[config.mk]
export PLATFORM = sky130hd
export DESIGN_NAME = fcd_decoder
export DESIGN_NICKNAME = d
export VERILOG_FILES = /design/src/hdl/fcd_pkg.sv /design/src/hdl/fcd_decoder.sv
export SDC_FILE = /design/constraint.sdc
export NUM_CORES = 1
export LEC_CHECK = 0
export BUFFER_PORTS_ARGS = -buffer_cell sky130_fd_sc_hd__buf_2
export CAP_MARGIN = 10
export CORE_ASPECT_RATIO = 0.7
export CORE_UTILIZATION = 25
export DETAILED_ROUTE_END_ITERATION = 6
export GPL_TIMING_DRIVEN = 0
export HOLD_SLACK_MARGIN = 0.05
export PLACE_DENSITY = 0.47
export SLEW_MARGIN = 20
export SYNTH_ARGS = -nofsm -noshare
export SYNTH_HDL_FRONTEND = slang
export SYNTH_SLANG_ARGS = --single-unit
[constraint.sdc]
create_clock -name clk -period 3.5 [get_ports clk]
set_input_delay 0 -clock clk [delete_from_list [all_inputs] [get_ports clk]]
set_output_delay 0 -clock clk [all_outputs]
set_load 0.005 [all_outputs]
[src/hdl/fcd_pkg.sv]
// frame control field decoder: shared constants, field layout and states
// assumes octets arrive in air order, one per valid strobe, on clk
package fcd_pkg;
    // clock and acknowledgment timing
    localparam int CLK_PERIOD_NS = 5;
    localparam int ACK_TIME_NS = 192000;
    localparam int ACK_WINDOW_CYC = ACK_TIME_NS / CLK_PERIOD_NS;

    // octet widths and positions inside the mpdu
    localparam int OCT_W = 8;
    localparam int IDX_W = 7;
    localparam logic [IDX_W-1:0] SEQ_OFS = 7'h02;
    localparam logic [IDX_W-1:0] HDR_OFS = 7'h03;
    localparam logic [IDX_W-1:0] PAN_LEN = 7'h02;
    localparam logic [IDX_W-1:0] SHORT_LEN = 7'h02;
    localparam logic [IDX_W-1:0] EXT_LEN = 7'h08;
    localparam logic [IDX_W-1:0] NO_LEN = 7'h00;
    localparam logic [IDX_W-1:0] IDX_ONE = 7'h01;

    // frame type codes
    localparam logic [2:0] FT_BEACON = 3'h0;
    localparam logic [2:0] FT_DATA = 3'h1;
    localparam logic [2:0] FT_ACK = 3'h2;
    localparam logic [2:0] FT_CMD = 3'h3;

    // addressing modes and frame versions
    localparam logic [1:0] AM_NONE = 2'h0;
    localparam logic [1:0] AM_RSVD = 2'h1;
    localparam logic [1:0] AM_SHORT = 2'h2;
    localparam logic [1:0] AM_EXT = 2'h3;
    localparam logic [1:0] FV_2003 = 2'h0;
    localparam logic [1:0] FV_2006 = 2'h1;

    // octet values
    localparam logic [OCT_W-1:0] BCAST_OCT = 8'hFF;
    localparam logic [OCT_W-1:0] CMD_DATA_REQ = 8'h04;

    // field layout, msb first so a 16-bit word casts straight onto it
    typedef struct packed {
        logic [1:0] src_mode;
        logic [1:0] version;
        logic [1:0] dst_mode;
        logic [2:0] rsvd;
        logic pan_comp;
        logic ack_req;
        logic pending;
        logic secured;
        logic [2:0] ftype;
    } fcd_fcf_s;

    // octet offsets of the addressing fields, fed to the address filter
    typedef struct packed {
        logic [IDX_W-1:0] dst_pan_ofs;
        logic [IDX_W-1:0] dst_adr_ofs;
        logic [IDX_W-1:0] src_pan_ofs;
        logic [IDX_W-1:0] src_adr_ofs;
        logic [IDX_W-1:0] pay_ofs;
    } fcd_layout_s;

    typedef enum logic [1:0] {P_IDLE, P_FCF_LO, P_FCF_HI, P_BODY} fcd_parse_e;
endpackage : fcd_pkg

[src/hdl/fcd_decoder.sv]
// frame control field decoder: parses the mpdu header, filters frames,
// requests automatic acknowledgments and steers the retry-transmit wait
// assumes octets come from same-clock phy logic, frame marks are pulses
//
// Notes on behaviour
// the control field is sixteen bits, the first two mpdu octets
// frame type in bits 2:0: beacon, data, ack, command; 4-7 reserved
// the filter passes only frame types 0 to 3 by default
// with upload_reserved_frame_types set, reserved types are received
// filtering runs in auto-ack receive mode and in basic mode
// the filter evaluates the security bit 3
// auto-ack pending bit copies ack_pending_data_flag for data requests
// ack non-broadcast data/command frames asking for it within 192 us
// retry mode waits for an ack only when ack request was set
// pan-id compression with both addresses drops the source pan-id
// destination mode bits 11:10: none, reserved, short, extended
// a present destination is pan-id first, then short or long address
// source mode in bits 15:14 uses the same encoding
// frame version bits 13:12: 2003, 2006, two reserved values
// ack_frame_version_policy decides per version whether to ack
// address filter gets type, security, compression and bits 10-15
// the ack carries the sequence number of the acknowledged frame
// first octet gives bits 7:0, second octet bits 15:8
`timescale 1ns/100ps
module fcd_decoder
    import fcd_pkg::*;
#(
    parameter int ACK_WINDOW = ACK_WINDOW_CYC
)(
    // clock and reset
    input wire logic clk,
    input wire logic rst_n,
    // octet stream after the length octet
    input wire logic frm_start,
    input wire logic frm_dir_tx,
    input wire logic oct_valid,
    input wire logic [OCT_W-1:0] oct_data,
    input wire logic frm_end,
    input wire logic frm_crc_ok,
    // operating modes
    input wire logic auto_ack_receive_mode,
    input wire logic auto_retry_transmit_mode,
    // control bits
    input wire logic upload_reserved_frame_types,
    input wire logic ack_pending_data_flag,
    input wire logic [1:0] ack_frame_version_policy,
    input wire logic accept_secured,
    // ack transmitter handshake
    input wire logic ack_sent,
    // decoded field and address-filter inputs
    output fcd_fcf_s fcf_q,
    output logic fcf_valid_q,
    output fcd_layout_s layout_q,
    output logic frame_pass_q,
    // automatic acknowledgment
    output logic ack_start_q,
    output fcd_fcf_s ack_fcf_q,
    output logic [OCT_W-1:0] ack_seq_q,
    output logic ack_timeout_q,
    // retry-transmit control
    output logic retry_wait_ack_q,
    output logic retry_done_q
);
    // length of an address field for a mode; reserved mode counts as absent
    function automatic logic [IDX_W-1:0] adr_len(input logic [1:0] mode);
        unique case (mode)
            AM_SHORT: adr_len = SHORT_LEN;
            AM_EXT: adr_len = EXT_LEN;
            AM_NONE, AM_RSVD: adr_len = NO_LEN;
        endcase
    endfunction : adr_len

    // octet offsets of every addressing field behind the sequence number
    function automatic fcd_layout_s fcd_layout(input fcd_fcf_s f);
        logic [IDX_W-1:0] dl;
        logic [IDX_W-1:0] sl;
        logic [IDX_W-1:0] dpl;
        logic [IDX_W-1:0] spl;
        fcd_layout_s l;
        dl = adr_len(f.dst_mode);
        sl = adr_len(f.src_mode);
        dpl = (dl != NO_LEN) ? PAN_LEN : NO_LEN;
        // source pan-id vanishes when compressed and both ends present
        spl = (sl != NO_LEN && !(f.pan_comp && dl != NO_LEN)) ? PAN_LEN : NO_LEN;
        l.dst_pan_ofs = HDR_OFS;
        l.dst_adr_ofs = HDR_OFS + dpl;
        l.src_pan_ofs = l.dst_adr_ofs + dl;
        l.src_adr_ofs = l.src_pan_ofs + spl;
        l.pay_ofs = l.src_adr_ofs + sl;
        fcd_layout = l;
    endfunction : fcd_layout

    fcd_parse_e state_q;
    logic [IDX_W-1:0] idx_q;
    logic [OCT_W-1:0] lo_q;
    logic [OCT_W-1:0] seq_q;
    logic bcast_q;
    logic data_req_q;
    logic dir_tx_q;
    logic [OCT_W-1:0] tx_seq_q;
    logic [31:0] ack_cnt_q;
    logic ack_busy_q;
    logic type_ok;
    logic sec_ok;
    logic ver_ok;
    logic in_body;
    logic rx_end_ok;
    logic ack_need;
    logic ack_seen;
    fcd_fcf_s ack_d;

    // parse sequencer; a new frame start always restarts it
    always_ff @(posedge clk or negedge rst_n)
    begin
        if (!rst_n)
            state_q <= P_IDLE;
        else if (frm_start)
            state_q <= P_FCF_LO;
        else if (oct_valid)
        begin
            unique case (state_q)
                P_IDLE: state_q <= P_IDLE;
                P_FCF_LO: state_q <= P_FCF_HI;
                P_FCF_HI: state_q <= P_BODY;
                P_BODY: state_q <= P_BODY;
            endcase
        end
    end

    // octet index from the first control field octet
    always_ff @(posedge clk or negedge rst_n)
    begin
        if (!rst_n)
            idx_q <= NO_LEN;
        else if (frm_start)
            idx_q <= NO_LEN;
        else if (oct_valid && state_q != P_IDLE)
            idx_q <= idx_q + IDX_ONE;
    end

    // control field assembly, low octet first
    always_ff @(posedge clk or negedge rst_n)
    begin
        if (!rst_n)
        begin
            lo_q <= '0;
            fcf_q <= '0;
            fcf_valid_q <= 1'b0;
        end
        else if (frm_start)
            fcf_valid_q <= 1'b0;
        else if (oct_valid && state_q == P_FCF_LO)
            lo_q <= oct_data;
        else if (oct_valid && state_q == P_FCF_HI)
        begin
            fcf_q <= fcd_fcf_s'({oct_data, lo_q});
            fcf_valid_q <= 1'b1;
        end
    end

    // layout trails the field by one cycle; the earliest octet using it is
    // index three, so back-to-back octets still see a settled layout
    always_ff @(posedge clk or negedge rst_n)
    begin
        if (!rst_n)
            layout_q <= '0;
        else
            layout_q <= fcd_layout(fcf_q);
    end

    // octet past the control field, where the header fields are read
    assign in_body = oct_valid && state_q == P_BODY;
    // sequence number, broadcast destination and command id capture
    always_ff @(posedge clk or negedge rst_n)
    begin
        if (!rst_n)
        begin
            seq_q <= '0;
            bcast_q <= 1'b0;
            data_req_q <= 1'b0;
        end
        else if (frm_start)
        begin
            bcast_q <= 1'b0;
            data_req_q <= 1'b0;
        end
        else if (in_body)
        begin
            if (idx_q == SEQ_OFS)
            begin
                seq_q <= oct_data;
                bcast_q <= (fcf_q.dst_mode == AM_SHORT);
            end
            // any non-ff octet of the short address clears broadcast
            if ((idx_q == layout_q.dst_adr_ofs || idx_q == layout_q.dst_adr_ofs + IDX_ONE)
                && oct_data != BCAST_OCT)
                bcast_q <= 1'b0;
            // secured payload is ciphered, so its command id is not read
            if (idx_q == layout_q.pay_ofs && fcf_q.ftype == FT_CMD && !fcf_q.secured)
                data_req_q <= (oct_data == CMD_DATA_REQ);
        end
    end

    // filter terms; the same filter serves basic and auto-ack modes
    assign type_ok = (fcf_q.ftype <= FT_CMD) || upload_reserved_frame_types;
    assign sec_ok = !fcf_q.secured || accept_secured;
    // policy n acks versions 0..n, so 3 also acks both reserved versions
    assign ver_ok = (fcf_q.version <= ack_frame_version_policy);

    always_ff @(posedge clk or negedge rst_n)
    begin
        if (!rst_n)
            frame_pass_q <= 1'b0;
        else
            frame_pass_q <= fcf_valid_q && type_ok && sec_ok;
    end

    // direction and transmitted sequence are latched per frame
    always_ff @(posedge clk or negedge rst_n)
    begin
        if (!rst_n)
            dir_tx_q <= 1'b0;
        else if (frm_start)
            dir_tx_q <= frm_dir_tx;
    end

    // clean receive end and the decision to acknowledge it
    assign rx_end_ok = frm_end && !dir_tx_q && frm_crc_ok && fcf_valid_q;
    assign ack_need = rx_end_ok && auto_ack_receive_mode && frame_pass_q && ver_ok
        && fcf_q.ack_req && !bcast_q
        && (fcf_q.ftype == FT_DATA || fcf_q.ftype == FT_CMD);

    // acknowledgment frame control field: type ack, pending from flag and data request, all else clear
    always_comb
    begin
        ack_d = '0;
        ack_d.ftype = FT_ACK;
        ack_d.pending = ack_pending_data_flag && data_req_q;
    end

    // ack request pulse with its field and copied sequence number
    always_ff @(posedge clk or negedge rst_n)
    begin
        if (!rst_n)
        begin
            ack_start_q <= 1'b0;
            ack_fcf_q <= '0;
            ack_seq_q <= '0;
        end
        else
        begin
            ack_start_q <= ack_need;
            if (ack_need)
            begin
                ack_fcf_q <= ack_d;
                ack_seq_q <= seq_q;
            end
        end
    end

    // ack window watchdog; a new request in the sent cycle wins
    always_ff @(posedge clk or negedge rst_n)
    begin
        if (!rst_n)
        begin
            ack_busy_q <= 1'b0;
            ack_cnt_q <= '0;
            ack_timeout_q <= 1'b0;
        end
        else
        begin
            ack_timeout_q <= 1'b0;
            if (ack_start_q)
            begin
                ack_busy_q <= 1'b1;
                ack_cnt_q <= '0;
            end
            else if (ack_sent)
                ack_busy_q <= 1'b0;
            else if (ack_busy_q)
            begin
                if (ack_cnt_q == 32'(ACK_WINDOW - 2))
                begin
                    ack_busy_q <= 1'b0;
                    ack_timeout_q <= 1'b1;
                end
                else
                    ack_cnt_q <= ack_cnt_q + 32'h1;
            end
        end
    end

    // a returning ack matches on type and sequence number
    assign ack_seen = rx_end_ok && fcf_q.ftype == FT_ACK && seq_q == tx_seq_q;
    // retry-transmit: wait for an ack only if one was requested
    always_ff @(posedge clk or negedge rst_n)
    begin
        if (!rst_n)
        begin
            retry_wait_ack_q <= 1'b0;
            retry_done_q <= 1'b0;
            tx_seq_q <= '0;
        end
        else
        begin
            retry_done_q <= 1'b0;
            if (frm_end && dir_tx_q && auto_retry_transmit_mode && fcf_valid_q)
            begin
                tx_seq_q <= seq_q;
                retry_wait_ack_q <= fcf_q.ack_req;
                retry_done_q <= !fcf_q.ack_req;
            end
            else if (frm_start && frm_dir_tx)
                retry_wait_ack_q <= 1'b0;
            else if (retry_wait_ack_q && ack_seen)
            begin
                retry_wait_ack_q <= 1'b0;
                retry_done_q <= 1'b1;
            end
        end
    end

    // checks next to the logic they guard
    AST_FCF_ORDER: assert property (@(posedge clk) disable iff (!rst_n)
        (oct_valid && !frm_start && state_q == P_FCF_HI)
        |=> fcf_valid_q && fcf_q == fcd_fcf_s'({$past(oct_data), $past(lo_q)}))
        else $error("control field not assembled low octet first");
    AST_RSVD_REJECT: assert property (@(posedge clk) disable iff (!rst_n)
        (fcf_q.ftype > FT_CMD && !upload_reserved_frame_types) |=> !frame_pass_q)
        else $error("reserved frame type passed the filter");
    AST_RSVD_UPLOAD: assert property (@(posedge clk) disable iff (!rst_n)
        (fcf_valid_q && fcf_q.ftype > FT_CMD && upload_reserved_frame_types
        && !fcf_q.secured) |=> frame_pass_q)
        else $error("reserved frame type not uploaded");
    AST_SEC_FILTER: assert property (@(posedge clk) disable iff (!rst_n)
        (fcf_q.secured && !accept_secured) |=> !frame_pass_q)
        else $error("secured frame passed with secured frames refused");
    AST_ACK_PEND: assert property (@(posedge clk) disable iff (!rst_n)
        ack_start_q |-> ack_fcf_q.pending == ($past(ack_pending_data_flag) && $past(data_req_q)))
        else $error("ack pending bit does not follow the pending flag");
    AST_ACK_CAUSE: assert property (@(posedge clk) disable iff (!rst_n)
        ack_start_q |-> $past(fcf_q.ack_req) && !$past(bcast_q) && $past(auto_ack_receive_mode)
        && ack_fcf_q.ftype == FT_ACK)
        else $error("ack issued without a valid cause");
    AST_ACK_SEQ: assert property (@(posedge clk) disable iff (!rst_n)
        ack_start_q |-> ack_seq_q == $past(seq_q))
        else $error("ack sequence number not copied");
    AST_ACK_VER: assert property (@(posedge clk) disable iff (!rst_n)
        ack_start_q |-> $past(fcf_q.version) <= $past(ack_frame_version_policy))
        else $error("ack sent for a version the policy refuses");
    AST_RETRY_NOACK: assert property (@(posedge clk) disable iff (!rst_n)
        (frm_end && dir_tx_q && auto_retry_transmit_mode && fcf_valid_q && !fcf_q.ack_req)
        |=> retry_done_q && !retry_wait_ack_q)
        else $error("retry transaction did not end at once");
    AST_PAN_COMP: assert property (@(posedge clk) disable iff (!rst_n)
        (fcf_q.pan_comp && fcf_q.dst_mode[1] && fcf_q.src_mode[1])
        |=> layout_q.src_adr_ofs == layout_q.src_pan_ofs)
        else $error("source pan-id kept under compression");
    AST_DST_LAYOUT: assert property (@(posedge clk) disable iff (!rst_n)
        (fcf_q.dst_mode == AM_EXT && $stable(fcf_q))
        |=> layout_q.src_pan_ofs == layout_q.dst_pan_ofs + PAN_LEN + EXT_LEN)
        else $error("extended destination layout wrong");
    COV_ACK: cover property (@(posedge clk) disable iff (!rst_n) ack_start_q);
    COV_ACK_PEND: cover property (@(posedge clk) disable iff (!rst_n)
        ack_start_q && ack_fcf_q.pending);
    COV_RETRY_ACK: cover property (@(posedge clk) disable iff (!rst_n)
        retry_wait_ack_q ##1 retry_done_q);
    COV_TIMEOUT: cover property (@(posedge clk) disable iff (!rst_n) ack_timeout_q);
endmodule : fcd_decoder

==> metrics <==
status=completed; most area-consuming cells after synthesis=dfrtp_1, mux2_2, buf_4, xor2_1, nor2_1; final hold vios=0; nets=699; number of global-route vias before repair=4483; Post-synth EDFFs=0; total CTS buffers=17; Async SR Flop Fraction=1.00; Post-Syn Area per Cell=11.2 sq um; required time of the critical path=3.81 ns; setup ws final=1.20 ns; register area share after synthesis=0.507; drt pass-1 iters=4; pwr/cell area=534 mW/mm^2; first-pass GRT wire length=24.0 mm; crit path cell chain=ha_1 > nor2b_1 > o21ai_0 > nand3_1 > mux2_2; initial core utilization=0.257; GPL Wtd Cong=0.880; die area=roughly 0.024 sq mm; R2R cell count=5; clock root buffer=clkbuf_16; reg2reg end=ack_seq_q[3]; delay of the slowest critical-path stage=0.54 ns; routed wire length=14.8 mm; Pleak=3.64 nW; die extent in y=130 um; TritonCTS clock tree=built; pre-CTS setup slack=1.27 ns; setup TNS=0 ns; maxcap violations=0; Data arrival, critical path=2.61 ns; Port-buffer cells=75; GR Overflow Total=0; Syn. warnings=0; fmax=434 MHz; H-tree Lvls=4; largest net degree at the start of global routing=approximately 70; initial DRC count=287; Tot GR Track Use=0.131; met2 GRT Util=0.194; Post-Synthesis Cells=523; drc violations=0; Mapped Area=0.00588 sq mm; IO Count=approximately 100; gr busiest metal=met2; Yosys top cell by area=dfrtp_1; skew final=slightly below 0.01 ns; Crit. End Element=flip-flop; final core occ=0.332; post-route ant nets=0; fin crit share=0.658; FF-to-FF setup slack=1.20 ns; Slew Limit Fails=0; total chip power=4.04 mW; Vias/cell=4.46; Peak supply drop=0.351 mV; worst hold path depth=3; via count=4424; Crit Path Max Fanout=10; met3 GRT Util=0.0413; RSZ-0062 raised after global routing=false; Worst-Skew Late Latency=approximately 0.43 ns; ANT cells=0; clk sink count=119; min-delay worst type=primary input to flip-flop; CTS Buffer Depth=2; HP Start=frm_crc_ok; reg2reg start=fcf_q[13]; Hold EP=ack_start_q; Startpoint Class=flip-flop; Crit Path Category=flip-flop to flip-flop; initial antenna violation count=1; Area Growth Syn to Fin=28.9%; Synth Register Bits=119; Critical-path top delay cell=nand3_1; layout cells sized above 1=0.300; hpwl dp=10.6 mm; routed len/inst=14.9 um; post-CTS resize count=0; met1 usage=0.182; final setup vio count=0; share of the synthesized area in the top cell type=0.507; CTS clk-pin slew, worst paths=0.06 ns; Hold Slack=between 0.1 and 0.15 ns; Slew @ Worst Pin=0.774 ns; CORE AREA=0.0228 sq mm; Max-slew headroom=0.481; Primary FF master, synth=dfrtp_1; # rows=46; min Tclk post-route=2.30 ns; Netlist cell types=60; Die Wd=185 um
[worst max-delay path, delay by kind of cell (launching register included)]
family / cells / cell delay, ns
simple gates: 2 / 0.67
flops: 1 / 0.40
fa+ha+maj: 1 / 0.30
mux: 1 / 0.45
compound gates: 1 / 0.37
[cell families after synthesis]
family | after synthesis | synth area share
other | 2 | 0.00128
multiplexers | 52 | 0.0990
flip-flops | 119 | 0.507
buffers and inverters | 64 | 0.0639
AND/OR/NAND/NOR | 183 | 0.184
AO/OA/AOI/OAI | 47 | 0.0556
adder cells (fa/ha/maj) | 10 | 0.0213
XOR/XNOR | 46 | 0.0685
[layout by cell type, fill, tap and decap left out, types with 3 or more instances in the layout]
cell type	Yosys	final
mux2i_1	3	3
buf_2	2	76
o211ai_1	4	4
nor2_1	47	47
nand2b_1	3	3
ha_1	10	10
xnor2_1	20	20
inv_1	15	15
nor4_1	8	8
buf_4	32	32
a311oi_1	3	3
inv_6	0	7
and2_1	4	4
nor3_1	8	8
mux2_2	49	49
dlygate4sd3_1	0	20
and4_1	6	6
nand4_1	18	18
nor4b_1	4	4
dfrtp_1	119	119
nand3_1	19	19
o21ai_0	12	12
or4_1	3	3
clkbuf_1	12	12
xor2_1	26	26
nor4bb_1	3	3
nand2_1	19	19
and3_1	9	9
a21oi_1	10	10
conb_1	2	30
o31ai_1	3	3
nor2b_1	11	11
or3_1	6	6
clkinvlp_4	0	3
clkbuf_16	0	17
[how the worst max path moves through the flow]
stage | startpoint | cells after the start | endpoint | slack (ns)
final | fcf_q[13] | 5 | ack_seq_q[3] | 1.20
after global routing | fcf_q[13] | 5 | ack_seq_q[1] | 1.05
after CTS | fcf_q[13] | 5 | ack_seq_q[3] | 1.25
after detailed placement | fcf_q[13] | 5 | ack_seq_q[3] | 1.27
after global placement | rst_n | 1 | ack_seq_q[5] | 0.80
after floorplan | ack_cnt_q[0] | 6 | ack_cnt_q[1] | 1.63
[layer usage]
metal / vias up / wire length (um)
met5: - / 13
met4: 2 / 158
met3: 17 / 773
met2: 100 / 6520
met1: 2221 / 7300
li1: 2084 / -
[registers in the layout (all words and copies together), names as in the netlist, 2 cells and up]
signal	flops
ack_cnt_q	32
ack_fcf_q	2
ack_seq_q	8
fcf_q	16
idx_q	7
layout_q	18
lo_q	8
seq_q	8
state_q	2
tx_seq_q	8
[stage by stage]
step	std cells	cell area (sq um)
2_1_floorplan	551	5980
3_3_place_gp	938	6750
3_5_place_dp	939	6780
4_1_cts	991	7580
5_1_grt	991	7580
6_report	991	7580
[area by class of cell]
class / instances / area, sq um
Sequential cell: 119 / 2980
Buffer: 49 / 319
Tap cell: 312 / 390
Multi-Input combinational cell: 368 / 2630
Inverter: 15 / 56.3
Timing Repair Buffer: 96 / 609
Clock buffer: 18 / 439
Clock inverter: 14 / 158
Fill cell: 2313 / 15300
[timing repair]
item,in CTS,in global routing
endpoints found under the hold margin,100,0
hold buffers,20,0
setup buffers,0,0
[synth_stat cells (4+ instances only)]
cell type	instances
nor4_1	8
nor4b_1	4
o211ai_1	4
o21ai_0	12
dfrtp_1	119
nor2_1	47
and2_1	4
mux2_2	49
xnor2_1	20
and3_1	9
clkbuf_1	12
ha_1	10
or3_1	6
buf_4	32
a21oi_1	10
nor3_1	8
inv_1	15
xor2_1	26
nand3_1	19
nor2b_1	11
nand4_1	18
nand2_1	19
and4_1	6
[where the power goes]
part	leakage (nW)	switching, mW	internal (mW)	total, mW
Clock	0.285	0.708	1.08	1.79
Sequential	1.55	0.149	1.54	1.69
Combinational	1.80	0.266	0.301	0.567
Total	3.64	1.12	2.92	4.04
Note: power is estimated with default switching activity, not from simulation.
